## src/hw/pwm_sevt_map.svh

```systemverilog
// Register offsets, field positions and reset values of the period block
`ifndef PWM_SEVT_MAP_SVH
`define PWM_SEVT_MAP_SVH
`define PERIOD_OFFSET     12'h000
`define COMPARE_OFFSET    12'h004
`define COUNT_OFFSET      12'h008
`define IRQ_STATUS_OFFSET 12'h00c
`define IRQ_MASK_OFFSET   12'h010
`define TOP_BIT           15
`define VALUE_MSB         14
`define PERIOD_RESET      15'h0000
`define COMPARE_RESET     16'h0000
`define IRQ_TRIGGER_BIT   0
`define IRQ_WIDTH         1
`endif

```

## src/hw/pwm_sevt_pkg.sv

```systemverilog
// Types shared by the period and special event trigger block
package pwm_sevt_pkg;
  typedef logic [14:0] count_value_t;
  typedef logic [31:0] apb_word_t;
  typedef logic [11:0] apb_addr_t;
endpackage : pwm_sevt_pkg

```

## src/hw/sevt_match_if.sv

```systemverilog
// Signals between the register side and the compare unit
`timescale 1ns/1ps
interface sevt_match_if;
  import pwm_sevt_pkg::*;
  count_value_t trigger_compare_value;
  logic         trigger_direction_select;
  logic         trigger_pulse;
  modport regs (output trigger_compare_value, output trigger_direction_select,
                input trigger_pulse);
  modport cmp  (input trigger_compare_value, input trigger_direction_select,
                output trigger_pulse);
endinterface : sevt_match_if

```

## src/hw/pwm_period_sevt.sv

```systemverilog
// PWM period register and special event trigger with APB slave
`timescale 1ns/1ps
`include "pwm_sevt_map.svh"
module pwm_period_sevt (
  input  wire logic                       clock,
  input  wire logic                       rst_n,
  input  wire logic                       psel,
  input  wire logic                       penable,
  input  wire logic                       pwrite,
  input  wire pwm_sevt_pkg::apb_addr_t    paddr,
  input  wire pwm_sevt_pkg::apb_word_t    pwdata,
  output logic                            pready,
  output logic                            pslverr,
  output pwm_sevt_pkg::apb_word_t         prdata,
  input  wire pwm_sevt_pkg::count_value_t time_base_count,
  input  wire logic                       count_direction_status,
  output pwm_sevt_pkg::count_value_t      period_value,
  output logic                            special_event_trigger,
  output logic                            irq
);
  import pwm_sevt_pkg::*;

  sevt_match_if m ();

  count_value_t                period_ff;
  logic [15:0]                 compare_ff;
  logic [`IRQ_WIDTH-1:0]       status_ff;
  logic [`IRQ_WIDTH-1:0]       mask_ff;
  logic                        ready_ff;
  logic                        err_ff;
  apb_word_t                   rdata_ff;
  logic                        trig_ff;
  logic                        irq_ff;
  logic                        access;
  logic                        commit;
  logic                        rd_en;
  logic                        wr_en;
  logic                        wr_period;
  logic                        wr_compare;
  logic                        wr_status;
  logic                        wr_mask;
  logic                        mapped;
  logic [`IRQ_WIDTH-1:0]       irq_event;
  logic [`IRQ_WIDTH-1:0]       irq_pending;
  apb_word_t                   nxt_rdata;

  function automatic logic hit(input apb_addr_t a, input apb_addr_t off);
    hit = (a == off);
  endfunction : hit

  // True for every offset that holds a register
  function automatic logic known_addr(input apb_addr_t a);
    if (hit(a, `PERIOD_OFFSET)) begin
      known_addr = 1'b1;
    end else if (hit(a, `COMPARE_OFFSET)) begin
      known_addr = 1'b1;
    end else if (hit(a, `COUNT_OFFSET)) begin
      known_addr = 1'b1;
    end else if (hit(a, `IRQ_STATUS_OFFSET)) begin
      known_addr = 1'b1;
    end else if (hit(a, `IRQ_MASK_OFFSET)) begin
      known_addr = 1'b1;
    end else begin
      known_addr = 1'b0;
    end
  endfunction : known_addr

  // First access cycle: read data is captured, pready rises next
  assign access = psel && penable && !ready_ff;
  // Pready is high here, so writes land at this edge and no other
  assign commit = psel && penable && ready_ff;
  assign rd_en  = access && !pwrite;
  assign wr_en  = commit && pwrite;
  assign mapped = known_addr(paddr);

  assign wr_period  = wr_en && hit(paddr, `PERIOD_OFFSET);
  assign wr_compare = wr_en && hit(paddr, `COMPARE_OFFSET);
  assign wr_status  = wr_en && hit(paddr, `IRQ_STATUS_OFFSET);
  assign wr_mask    = wr_en && hit(paddr, `IRQ_MASK_OFFSET);

  // One wait state, then ready for a single cycle
  always_ff @(posedge clock) begin
    if (!rst_n) begin
      ready_ff <= 1'b0;
    end else begin
      ready_ff <= access;
    end
  end

  // Unmapped offsets answer with an error beside pready
  always_ff @(posedge clock) begin
    if (!rst_n) begin
      err_ff <= 1'b0;
    end else begin
      err_ff <= access && !mapped;
    end
  end

  // Bits 31:15 of a period write are dropped
  always_ff @(posedge clock) begin
    if (!rst_n) begin
      period_ff <= `PERIOD_RESET;
    end else if (wr_period) begin
      period_ff <= pwdata[`VALUE_MSB:0];
    end
  end

  // Bit 15 is the direction select, bits 14:0 the compare value
  always_ff @(posedge clock) begin
    if (!rst_n) begin
      compare_ff <= `COMPARE_RESET;
    end else if (wr_compare) begin
      compare_ff <= pwdata[15:0];
    end
  end

  always_ff @(posedge clock) begin
    if (!rst_n) begin
      mask_ff <= '0;
    end else if (wr_mask) begin
      mask_ff <= pwdata[`IRQ_WIDTH-1:0];
    end
  end

  // Only the match unit raises a status bit so far
  always_comb begin
    irq_event = '0;
    irq_event[`IRQ_TRIGGER_BIT] = m.trigger_pulse;
  end

  // Set wins over a write-one clear in the same cycle
  generate
    for (genvar i = 0; i < `IRQ_WIDTH; i++) begin : g_status
      always_ff @(posedge clock) begin
        if (!rst_n) begin
          status_ff[i] <= 1'b0;
        end else if (irq_event[i]) begin
          status_ff[i] <= 1'b1;
        end else if (wr_status && pwdata[i]) begin
          status_ff[i] <= 1'b0;
        end
      end
    end
  endgenerate

  assign irq_pending = status_ff & mask_ff;

  // Unused bits of every register read as zero
  always_comb begin
    nxt_rdata = '0;
    if (hit(paddr, `PERIOD_OFFSET)) begin
      nxt_rdata[`VALUE_MSB:0] = period_ff;
    end else if (hit(paddr, `COMPARE_OFFSET)) begin
      nxt_rdata[15:0] = compare_ff;
    end else if (hit(paddr, `COUNT_OFFSET)) begin
      nxt_rdata[`TOP_BIT] = count_direction_status;
      nxt_rdata[`VALUE_MSB:0] = time_base_count;
    end else if (hit(paddr, `IRQ_STATUS_OFFSET)) begin
      nxt_rdata[`IRQ_WIDTH-1:0] = status_ff;
    end else if (hit(paddr, `IRQ_MASK_OFFSET)) begin
      nxt_rdata[`IRQ_WIDTH-1:0] = mask_ff;
    end else begin
      nxt_rdata = '0;
    end
  end

  // Captured on the first access cycle, shown beside pready
  always_ff @(posedge clock) begin
    if (!rst_n) begin
      rdata_ff <= '0;
    end else if (rd_en) begin
      rdata_ff <= nxt_rdata;
    end
  end

  assign m.trigger_compare_value    = compare_ff[`VALUE_MSB:0];
  assign m.trigger_direction_select = compare_ff[`TOP_BIT];

  // Match unit; its pulse feeds the status bit and the trigger pin
  sevt_compare u_cmp (
    .clock                  (clock),
    .rst_n                  (rst_n),
    .time_base_count        (time_base_count),
    .count_direction_status (count_direction_status),
    .m                      (m)
  );

  // Retimed so the trigger pin comes straight from a flip-flop
  always_ff @(posedge clock) begin
    if (!rst_n) begin
      trig_ff <= 1'b0;
    end else begin
      trig_ff <= m.trigger_pulse;
    end
  end

  // Interrupt follows the status bits gated by mask_ff one cycle later
  always_ff @(posedge clock) begin
    if (!rst_n) begin
      irq_ff <= 1'b0;
    end else begin
      irq_ff <= |irq_pending;
    end
  end

  assign pready                = ready_ff;
  assign pslverr               = err_ff;
  assign prdata                = rdata_ff;
  assign period_value          = period_ff;
  assign special_event_trigger = trig_ff;
  assign irq                   = irq_ff;
endmodule : pwm_period_sevt

```

## src/hw/sevt_compare.sv

```systemverilog
// Compare of running count and direction against the trigger setting
`timescale 1ns/1ps
module sevt_compare (
  input  wire logic                       clock,
  input  wire logic                       rst_n,
  input  wire pwm_sevt_pkg::count_value_t time_base_count,
  input  wire logic                       count_direction_status,
  sevt_match_if.cmp                       m
);
  import pwm_sevt_pkg::*;
  logic match_now;
  logic match_ff;
  logic pulse_ff;

  assign match_now = (time_base_count == m.trigger_compare_value)
    && (count_direction_status == m.trigger_direction_select);

  always_ff @(posedge clock) begin
    if (!rst_n) begin
      match_ff <= 1'b0;
    end else begin
      match_ff <= match_now;
    end
  end

  // Pulse only once per match, in the cycle after its first cycle
  always_ff @(posedge clock) begin
    if (!rst_n) begin
      pulse_ff <= 1'b0;
    end else begin
      pulse_ff <= match_now && !match_ff;
    end
  end

  assign m.trigger_pulse = pulse_ff;
endmodule : sevt_compare

```

## config.mk

```make
export PLATFORM = sky130hd
export DESIGN_NAME = pwm_period_sevt
export DESIGN_NICKNAME = d
export VERILOG_FILES = /design/src/hw/pwm_sevt_pkg.sv /design/src/hw/sevt_match_if.sv /design/src/hw/pwm_period_sevt.sv /design/src/hw/sevt_compare.sv
export VERILOG_INCLUDE_DIRS = /design/src /design/src/hw
export SDC_FILE = /design/constraint.sdc
export NUM_CORES = 1
export LEC_CHECK = 0
export BUFFER_PORTS_ARGS = -buffer_cell sky130_fd_sc_hd__buf_2
export CAP_MARGIN = 20
export CORE_MARGIN = 2
export CORE_UTILIZATION = 43
export CTS_CLUSTER_SIZE = 16
export DETAILED_ROUTE_END_ITERATION = 10
export GPL_ROUTABILITY_DRIVEN = 0
export PLACE_DENSITY = 0.74
export SLEW_MARGIN = 15
export SYNTH_ARGS = -nofsm -noshare
export SYNTH_HDL_FRONTEND = slang
export SYNTH_SLANG_ARGS = --single-unit
```

## constraint.sdc

```tcl
create_clock -name clock -period 2.5 [get_ports clock]
set_clock_uncertainty 0.2 [all_clocks]
set_input_delay 0.5 -clock clock [delete_from_list [all_inputs] [get_ports clock]]
set_output_delay 0.5 -clock clock [all_outputs]
set_load 0.01 [all_outputs]
```

==> impl.org, run 1 <==
** Critical path
- Worst-path cell chain :: buf_2 > or4_1 > buf_4 > nor4_4 > buf_12 > a22oi_1 > o21ai_0
- The endpoint identified for the worst register-to-register timing path is period_value[3].
- Counting both buffers and inverters, the worst setup path holds a total of 3.
- The kind of cell with the highest combined delay along the critical path is simple AND/OR/NAND/NOR gates.
- The critical path is of the input pin to flip-flop type.
- Worst Setup Start Kind :: input pin
- Worst EP arrival :: 2220 ps
- CP required :: 2530 ps
- Critical path peak fanout :: 15
- Max incr delay on CP :: 620 ps
- Worst r2r src :: pready
- Register-to-register setup slack :: 780 ps
- Slowest stage cell on the critical path :: or4_1
- Number of cell instances on the worst register-to-register path :: 4
- The worst setup path is captured at a flip-flop.

** Place
- Detailed placement ended at an HPWL of 5570 um.
- Input and output buffers added on the ports amount to 83.

** Clock tree
- The clock passes through at most 2 buffers.
- Number of H-tree levels :: 2
- Worst-skew pair later-pin latency :: 310 ps
- The clock drives 55 sinks.
- After clock tree synthesis, the clock-pin slew on the worst setup and hold paths is 100 ps.
- Post-CTS setup buffers :: 0
- Clock tree root driver cell :: clkbuf_8
- Cells resized by post-CTS repair :: 0
- Post-CTS Hold Fix Bufs :: 0
- TritonCTS built the clock tree.
- The number of clock buffers added by TritonCTS is 5.

** Timing
- Post-route fraction of the period consumed by the critical path :: 87.3%
- Setup violations remaining at the end of the flow were counted as 0.
- Time the final worst path needs with I/O delays and setup :: 2180 ps
- Final max-slew violation count :: 0
- Setup total negative slack on the finished layout was measured at 0 ps.
- For this run, the top clock speed supported by timing is 458 MHz.
- The hold violation total from the final report was 0.
- Setup repair after global routing left no endpoint under its margin.
- Fin Hold WS :: 212 ps

** Yosys
- Cell area after synthesis :: 0.00272 mm^2
- Synthesis-stage register bit count :: 55
- The synthesized design contains 0 enable-type register cells.
- Seq/Total Area, Yosys :: 40.4%
- By count the netlist is led by 55 x dfxtp_1, 39 x nand2_1, 31 x o21ai_0.
- Synth cell types :: 46
- Primary FF master, synth :: dfxtp_1
- Mean instance size in the synthesized netlist :: 9.02 um^2
- Of all flip-flops after synthesis, the portion carrying an async set or reset was 0%.
- Synthesis produced a netlist whose cell count is 302.
- The share of synthesized area in the top cell type comes to 40.4%.
- Yosys warning count :: 0
- Among all cell types in the netlist, the one instantiated most often is dfxtp_1.
- By area the synthesized netlist is led by dfxtp_1 40%, o21ai_0 5.7%, nand2_1 5.4%, buf_4 5.0%, a32oi_1 4.5%.
- Summed over all instances, the cell type with the most area after synthesis is dfxtp_1.

** Global routing
- Entering global routing, the biggest net connects 33 pins.
- The total overflow left after global routing is 0.
- Global-route wire length before repair :: 12000 um
- Initial antenna violation count :: 0
- Across every metal layer, demand over resource in global routing totals 21.0%.
- The via count of the first global-routing pass came to 2465.

** Worst hold path
- Startpoint of the worst hold path :: pwdata[15]
- Hold path depth :: 3
- Hold EP :: compare_ff[15]
- Classification of the worst-slack hold path :: input pin to flip-flop

** Cells and area
- Fraction of final layout cells sized beyond drive strength 1 :: 36.5%
- Synthesis-to-finish area growth :: 23.2%
- The repair_antennas step left the layout with diodes totalling 0.
- Fill cell total of the finished layout :: 576
- For this run, the post-layout net count is 456.

** Floorplan
- Chip Height :: 83.6 um
- The floorplan step set the die width to 83.6 um.
- Floorplan Core Area :: 0.00603 mm^2
- Die ar. :: 0.00699 mm^2
- # rows :: 28
- For this configuration, the core starts out at a cell density of 45.2%.
- Number of primary I/O pins :: 116

** Power and ir drop
- Power spread over the standard cell area amounts to 460 mW/mm^2.
- Cell internal power was estimated by the tool at 0.00117 W.
- Relative contribution of sequential cells to total power :: 57.0%
- Switch share :: 24.2%
- The analysis attributes to cell leakage a power of 1.34 nW.
- Part of the total power dissipated in combinational logic :: 9.7%
- The analysis attributes to net switching a power of 0.000374 W.
- Fraction of power consumed by the clock network :: 33.3%
- Final total power :: 0.00154 W
- The worst-case IR drop observed on VDD is 0.000193 V.

** Detailed routing
- After detailed routing, the average wire length per cell comes to 15.7 um.
- In this run, the number of DRC markers left after iteration 0 of detailed routing was 198.
- Vias post-DR :: 2556
- For this run, design rule violations remaining after detail routing come to 0.
- Post-route ant nets :: 0
- After detailed routing, the total wire length is 7330 um.
- Via-per-instance ratio :: 5.47
- Length of the first detailed-routing pass in iterations :: 4

** Flow run
- Max Cap Viol :: 0

** Run status
- The run finished with clean final reports.
-- routing by layer --
layer | wire, um | up-vias | GRT usage (%) | part of all wire [%]
li1 | - | 1244 | - | -
met1 | 3400 | 1230 | 28.5 | 46
met2 | 3460 | 74 | 33.6 | 47
met3 | 371 | 8 | 4.35 | 5.1
met4 | 96 | 0 | 6.45 | 1.3
met5 | 0 | - | 0 | 0
-- how the worst max path moves through the flow --
stage	from	end	slack, ps	depth (start not counted)
final	paddr[11]	prdata[5]	320	7
after global routing	paddr[11]	prdata[5]	240	7
after CTS	paddr[11]	prdata[5]	340	7
after detailed placement	paddr[11]	prdata[5]	20	7
after global placement	paddr[11]	prdata[6]	60	7
after floorplan	paddr[11]	period_value[11]	80	7
-- state kept, by name, indices dropped and copies added (netlist names) --
| signal | count |
|---|---|
| u_cmp.m.trigger_pulse | 1 |
| status_ff | 1 |
| prdata | 16 |
| pready | 1 |
| u_cmp.match_ff | 1 |
| special_event_trigger | 1 |
| mask_ff | 1 |
| compare_ff | 16 |
| period_value | 15 |
| pslverr | 1 |
| irq | 1 |
-- per-stage QoR --
stage / util, % / setup WS (ps) / cell area, um^2 / cells
6_report: 55.7 / 316 / 3350 / 467
3_5_place_dp: 54.1 / 24.9 / 3260 / 459
5_1_grt: 55.7 / 244 / 3350 / 467
3_3_place_gp: 54.1 / 63.8 / 3260 / 459
2_1_floorplan: - / 76.2 / 2780 / 317
4_1_cts: 55.7 / 342 / 3350 / 467
-- cell usage in the layout, fill, tap and decap left out, drive strengths merged, types with 3 or more instances in the layout --
| cell | count |
|---|---|
| nor3 | 4 |
| nand2 | 49 |
| nor4 | 6 |
| nand3 | 17 |
| a32oi | 14 |
| a21boi | 15 |
| nor2 | 6 |
| dfxtp | 55 |
| nand4 | 5 |
| xnor2 | 12 |
| a21oi | 3 |
| clkbuf | 7 |
| xor2 | 4 |
| conb | 16 |
| buf | 104 |
| a22oi | 15 |
| o21ai | 33 |
| or4 | 4 |
-- worst register-to-register path: stages (launching register included) --
cell and delay, ps:
dfxtp_1 390, nand4_1 210, or4_4 620, nand2_1 130, a21boi_0 80
-- kinds of logic after synthesis --
| logic type | share of synthesized area (%) |
|---|---|
| and+or+nand+nor | 22.5 |
| AOI/OAI and AO/OA | 22.3 |
| DFF | 40.4 |
| buffers and inverters | 8.73 |
| xor gates and xnor gates | 5.14 |
| muxes | 0.735 |
| other | 0.138 |
-- power groups by stage --
stage | Combinational, W | Sequential, W | Clock, W
final | 0.000150 | 0.000880 | 0.000514
after detailed placement | 0.000147 | 0.000900 | 0
after CTS | 0.000148 | 0.000880 | 0.000522
after floorplan | 0.0000857 | 0.000901 | 0
after global routing | 0.000161 | 0.000881 | 0.000565
after global placement | 0.000146 | 0.000900 | 0
-- area by class of cell --
cell class                 count  area (um^2)  area share [%]
clock buffer                   7         86.3            2.57
tap                           75         93.8            2.80
clock inverter                 1         8.76           0.261
sequential                    55         1100            32.8
timing repair buffer         104          623            18.6
multi-input combinational    225         1440            43.0
Power figures use the tool's default switching activity.
==> run 2, diff against run 1 <==
--- a/config.mk
+++ b/config.mk
@@ -10,6 +10,7 @@
 export CAP_MARGIN = 20
 export CORE_MARGIN = 2
 export CORE_UTILIZATION = 43
+export CTS_BUF_LIST = sky130_fd_sc_hd__clkbuf_8 sky130_fd_sc_hd__clkbuf_16
 export CTS_CLUSTER_SIZE = 16
 export DETAILED_ROUTE_END_ITERATION = 10
 export GPL_ROUTABILITY_DRIVEN = 0
==> run 2 against run 1 <==
  * Flip-flop and latch count is the same
  * Utilization unchanged
  * Count of clock-buffer cells in the layout decreased by 1
  * Sequential share of layout area unchanged
  * Setup slack got worse by 2.9 ps
  * Worst hold slack about the same
  * Critical path depth did not move
  * Cell count is the same
  * Die area did not move
  * Largest cell class unchanged
==> impl.org, run 2 (synthesis results as in run 1) <==
** Clock tree
- Cells resized by post-CTS repair :: 0
- After clock tree synthesis, the clock-pin slew on the worst setup and hold paths is 100 ps.
- The clock passes through at most 2 buffers.
- Post-CTS Hold Fix Bufs :: 0
- Post-CTS timing repair inserted 0 buffers for setup.
- Clock latency on the worst-skew pair, taken at its later pin, is 310 ps.
- CTS Buf Count :: 5
- The clock net in this run drives a total of 55 sinks.
- Number of H-tree levels :: 2
- Clock tree root driver cell :: clkbuf_8
- CTS tree :: built

** Timing
- Of the available clock period, the critical path in the final layout requires 87.5%.
- Final count of hold timing violations :: 0
- The total count of max-transition violations in the final report is 0.
- Summed over all failing endpoints, the final setup total negative slack is 0 ps.
- Post-route worst setup slack :: 313 ps
- Setup repair after global routing left no endpoint under its margin.
- Final setup violating endpoints :: 0
- For this run, the top clock speed supported by timing is 457 MHz.
- The worst path needs 2190 ps of the cycle, external delays included.

** Critical path
- Of all nets on the critical path, the largest fanout is 15.
- The signal on the critical path passes through buf_2 > or4_1 > buf_4 > nor4_4 > buf_12 > a22oi_1 > o21ai_0.
- CP required :: 2530 ps
- At the worst endpoint, the arrival time is 2220 ps.
- The slowest stage of the critical path is the or4_1 cell.
- Max incr delay on CP :: 620 ps
- The worst setup path is captured at a flip-flop.
- The worst setup path is of the input pin to flip-flop kind.
- Worst Setup Start Kind :: input pin
- Number of cell instances on the worst register-to-register path :: 4

** Detailed routing
- The count of nets left with antenna violations once routing finished came out at 0.
- Via-per-instance ratio :: 5.47
- After detailed routing, the average wire length per cell comes to 15.7 um.
- Total length of routed wires :: 7310 um
- In the routed design, unresolved DRC markers number 0.
- Before antenna repair, the detailed router went through 4 iterations.
- The routed layout has 2555 vias.
- The first routing iteration left 200 violations.

** Floorplan
- Chip Height :: 83.6 um
- The floorplan has 28 rows.
- Horizontal die dimension :: 83.6 um
- For this configuration, the core starts out at a cell density of 45.2%.
- The region available for standard cell placement spans 0.00603 mm^2.
- Number of primary I/O pins :: 116
- Die ar. :: 0.00699 mm^2

** Place
- At the placement stage, the worst setup path has a slack of 24.9 ps.
- Total placed instance area :: 0.00326 mm^2
- Including well taps, the total number of placed cells is 459.
- Input and output buffers added on the ports amount to 83.
- The HPWL after detailed placement is 5570 um.

** Global routing
- Global routing used 21.0% of the available tracks.
- The first global-routing pass estimated 12000 um of wire.
- Initial antenna violation count :: 0
- Largest net degree at the start of global routing :: 33
- The via count of the first global-routing pass was 2465.
- Remaining global-route overflow :: 0

** Cells and area
- The sequential cells in the finished layout cover a total of 0.00110 mm^2.
- Net total in the final layout :: 456
- Fraction of final layout cells sized beyond drive strength 1 :: 36.5%
- Relative to the synthesized area, the layout overhead comes to 23.2%.
- The repair_antennas step left the layout with diodes totalling 0.
- Count of non-filler cells in the finished layout :: 467
- Most frequent cells in the layout :: 83 x buf_2, 55 x dfxtp_1, 39 x nand2_1
- Leading cell type in the layout, fill and taps excluded :: buf_2
- Area of combinational cells with multiple inputs :: 0.00144 mm^2
- The finished cells cover 0.00335 mm^2.
- Fill cells in the final layout number 576.

** Flow run
- Max Cap Viol :: 0

** Run status
- The flow ran to the end, and the final reports show no timing, DRC or antenna violations.

** Power and ir drop
- Worst voltage drop across the vdd grid :: 0.000192 V
- Power comes to 0.00154 W.
- Power spread over the standard cell area amounts to 459 mW/mm^2.
- In this run the static leakage power is 1.35 nW.

** Worst hold path
- Hold path depth :: 3
- The worst hold path belongs to the class input pin to flip-flop.
[run 2: path summary, 6_finish.rpt]
check | startpoint | to | slack (ps)
max | paddr[11] | prdata[5] | 310
min | pwdata[15] | compare_ff[15] | 210
max reg2reg | pready | period_value[0] | 780
min reg2reg | u_cmp.match_ff | u_cmp.m.trigger_pulse | 220
[run 2: report_power, final]
group | switching [W] | total [W] | internal (W) | leakage, nW
logic | 0.0000861 | 0.000149 | 0.0000632 | 0.851
registers | 0.00000150 | 0.000880 | 0.000878 | 0.443
clock network | 0.000286 | 0.000510 | 0.000224 | 0.0526
total | 0.000374 | 0.00154 | 0.00117 | 1.35
[run 2: metrics by stage]
stage / utilization, % / hold WS (ps)
after floorplan: - / 174
after CTS: 55.7 / 205
after global placement: 54.1 / 193
after global routing: 55.7 / 213
after detailed placement: 54.1 / 201
final: 55.7 / 212
[run 2: final cells by class]
cell class,count,share of cell area [%]
multi-input cells,225,43.0
flip-flops and latches,55,32.8
repair buffers,104,18.6
well taps,75,2.80
clock buffers,6,2.46
clock inverters,2,0.373
[run 2: worst max-delay path, delay by kind of cell]
family	cells	cell delay, ps
AND/OR/NAND/NOR	2	920
AO/OA/AOI/OAI	2	300
buffers and inverters	3	490
[run 2: layer usage]
metal	up-vias	part of all wire (%)	global-route usage, %
met2	74	47	33.6
met3	7	5.2	4.35
li1	1244	-	-
met1	1230	46	28.5
met4	0	1.2	6.45
met5	-	0	0
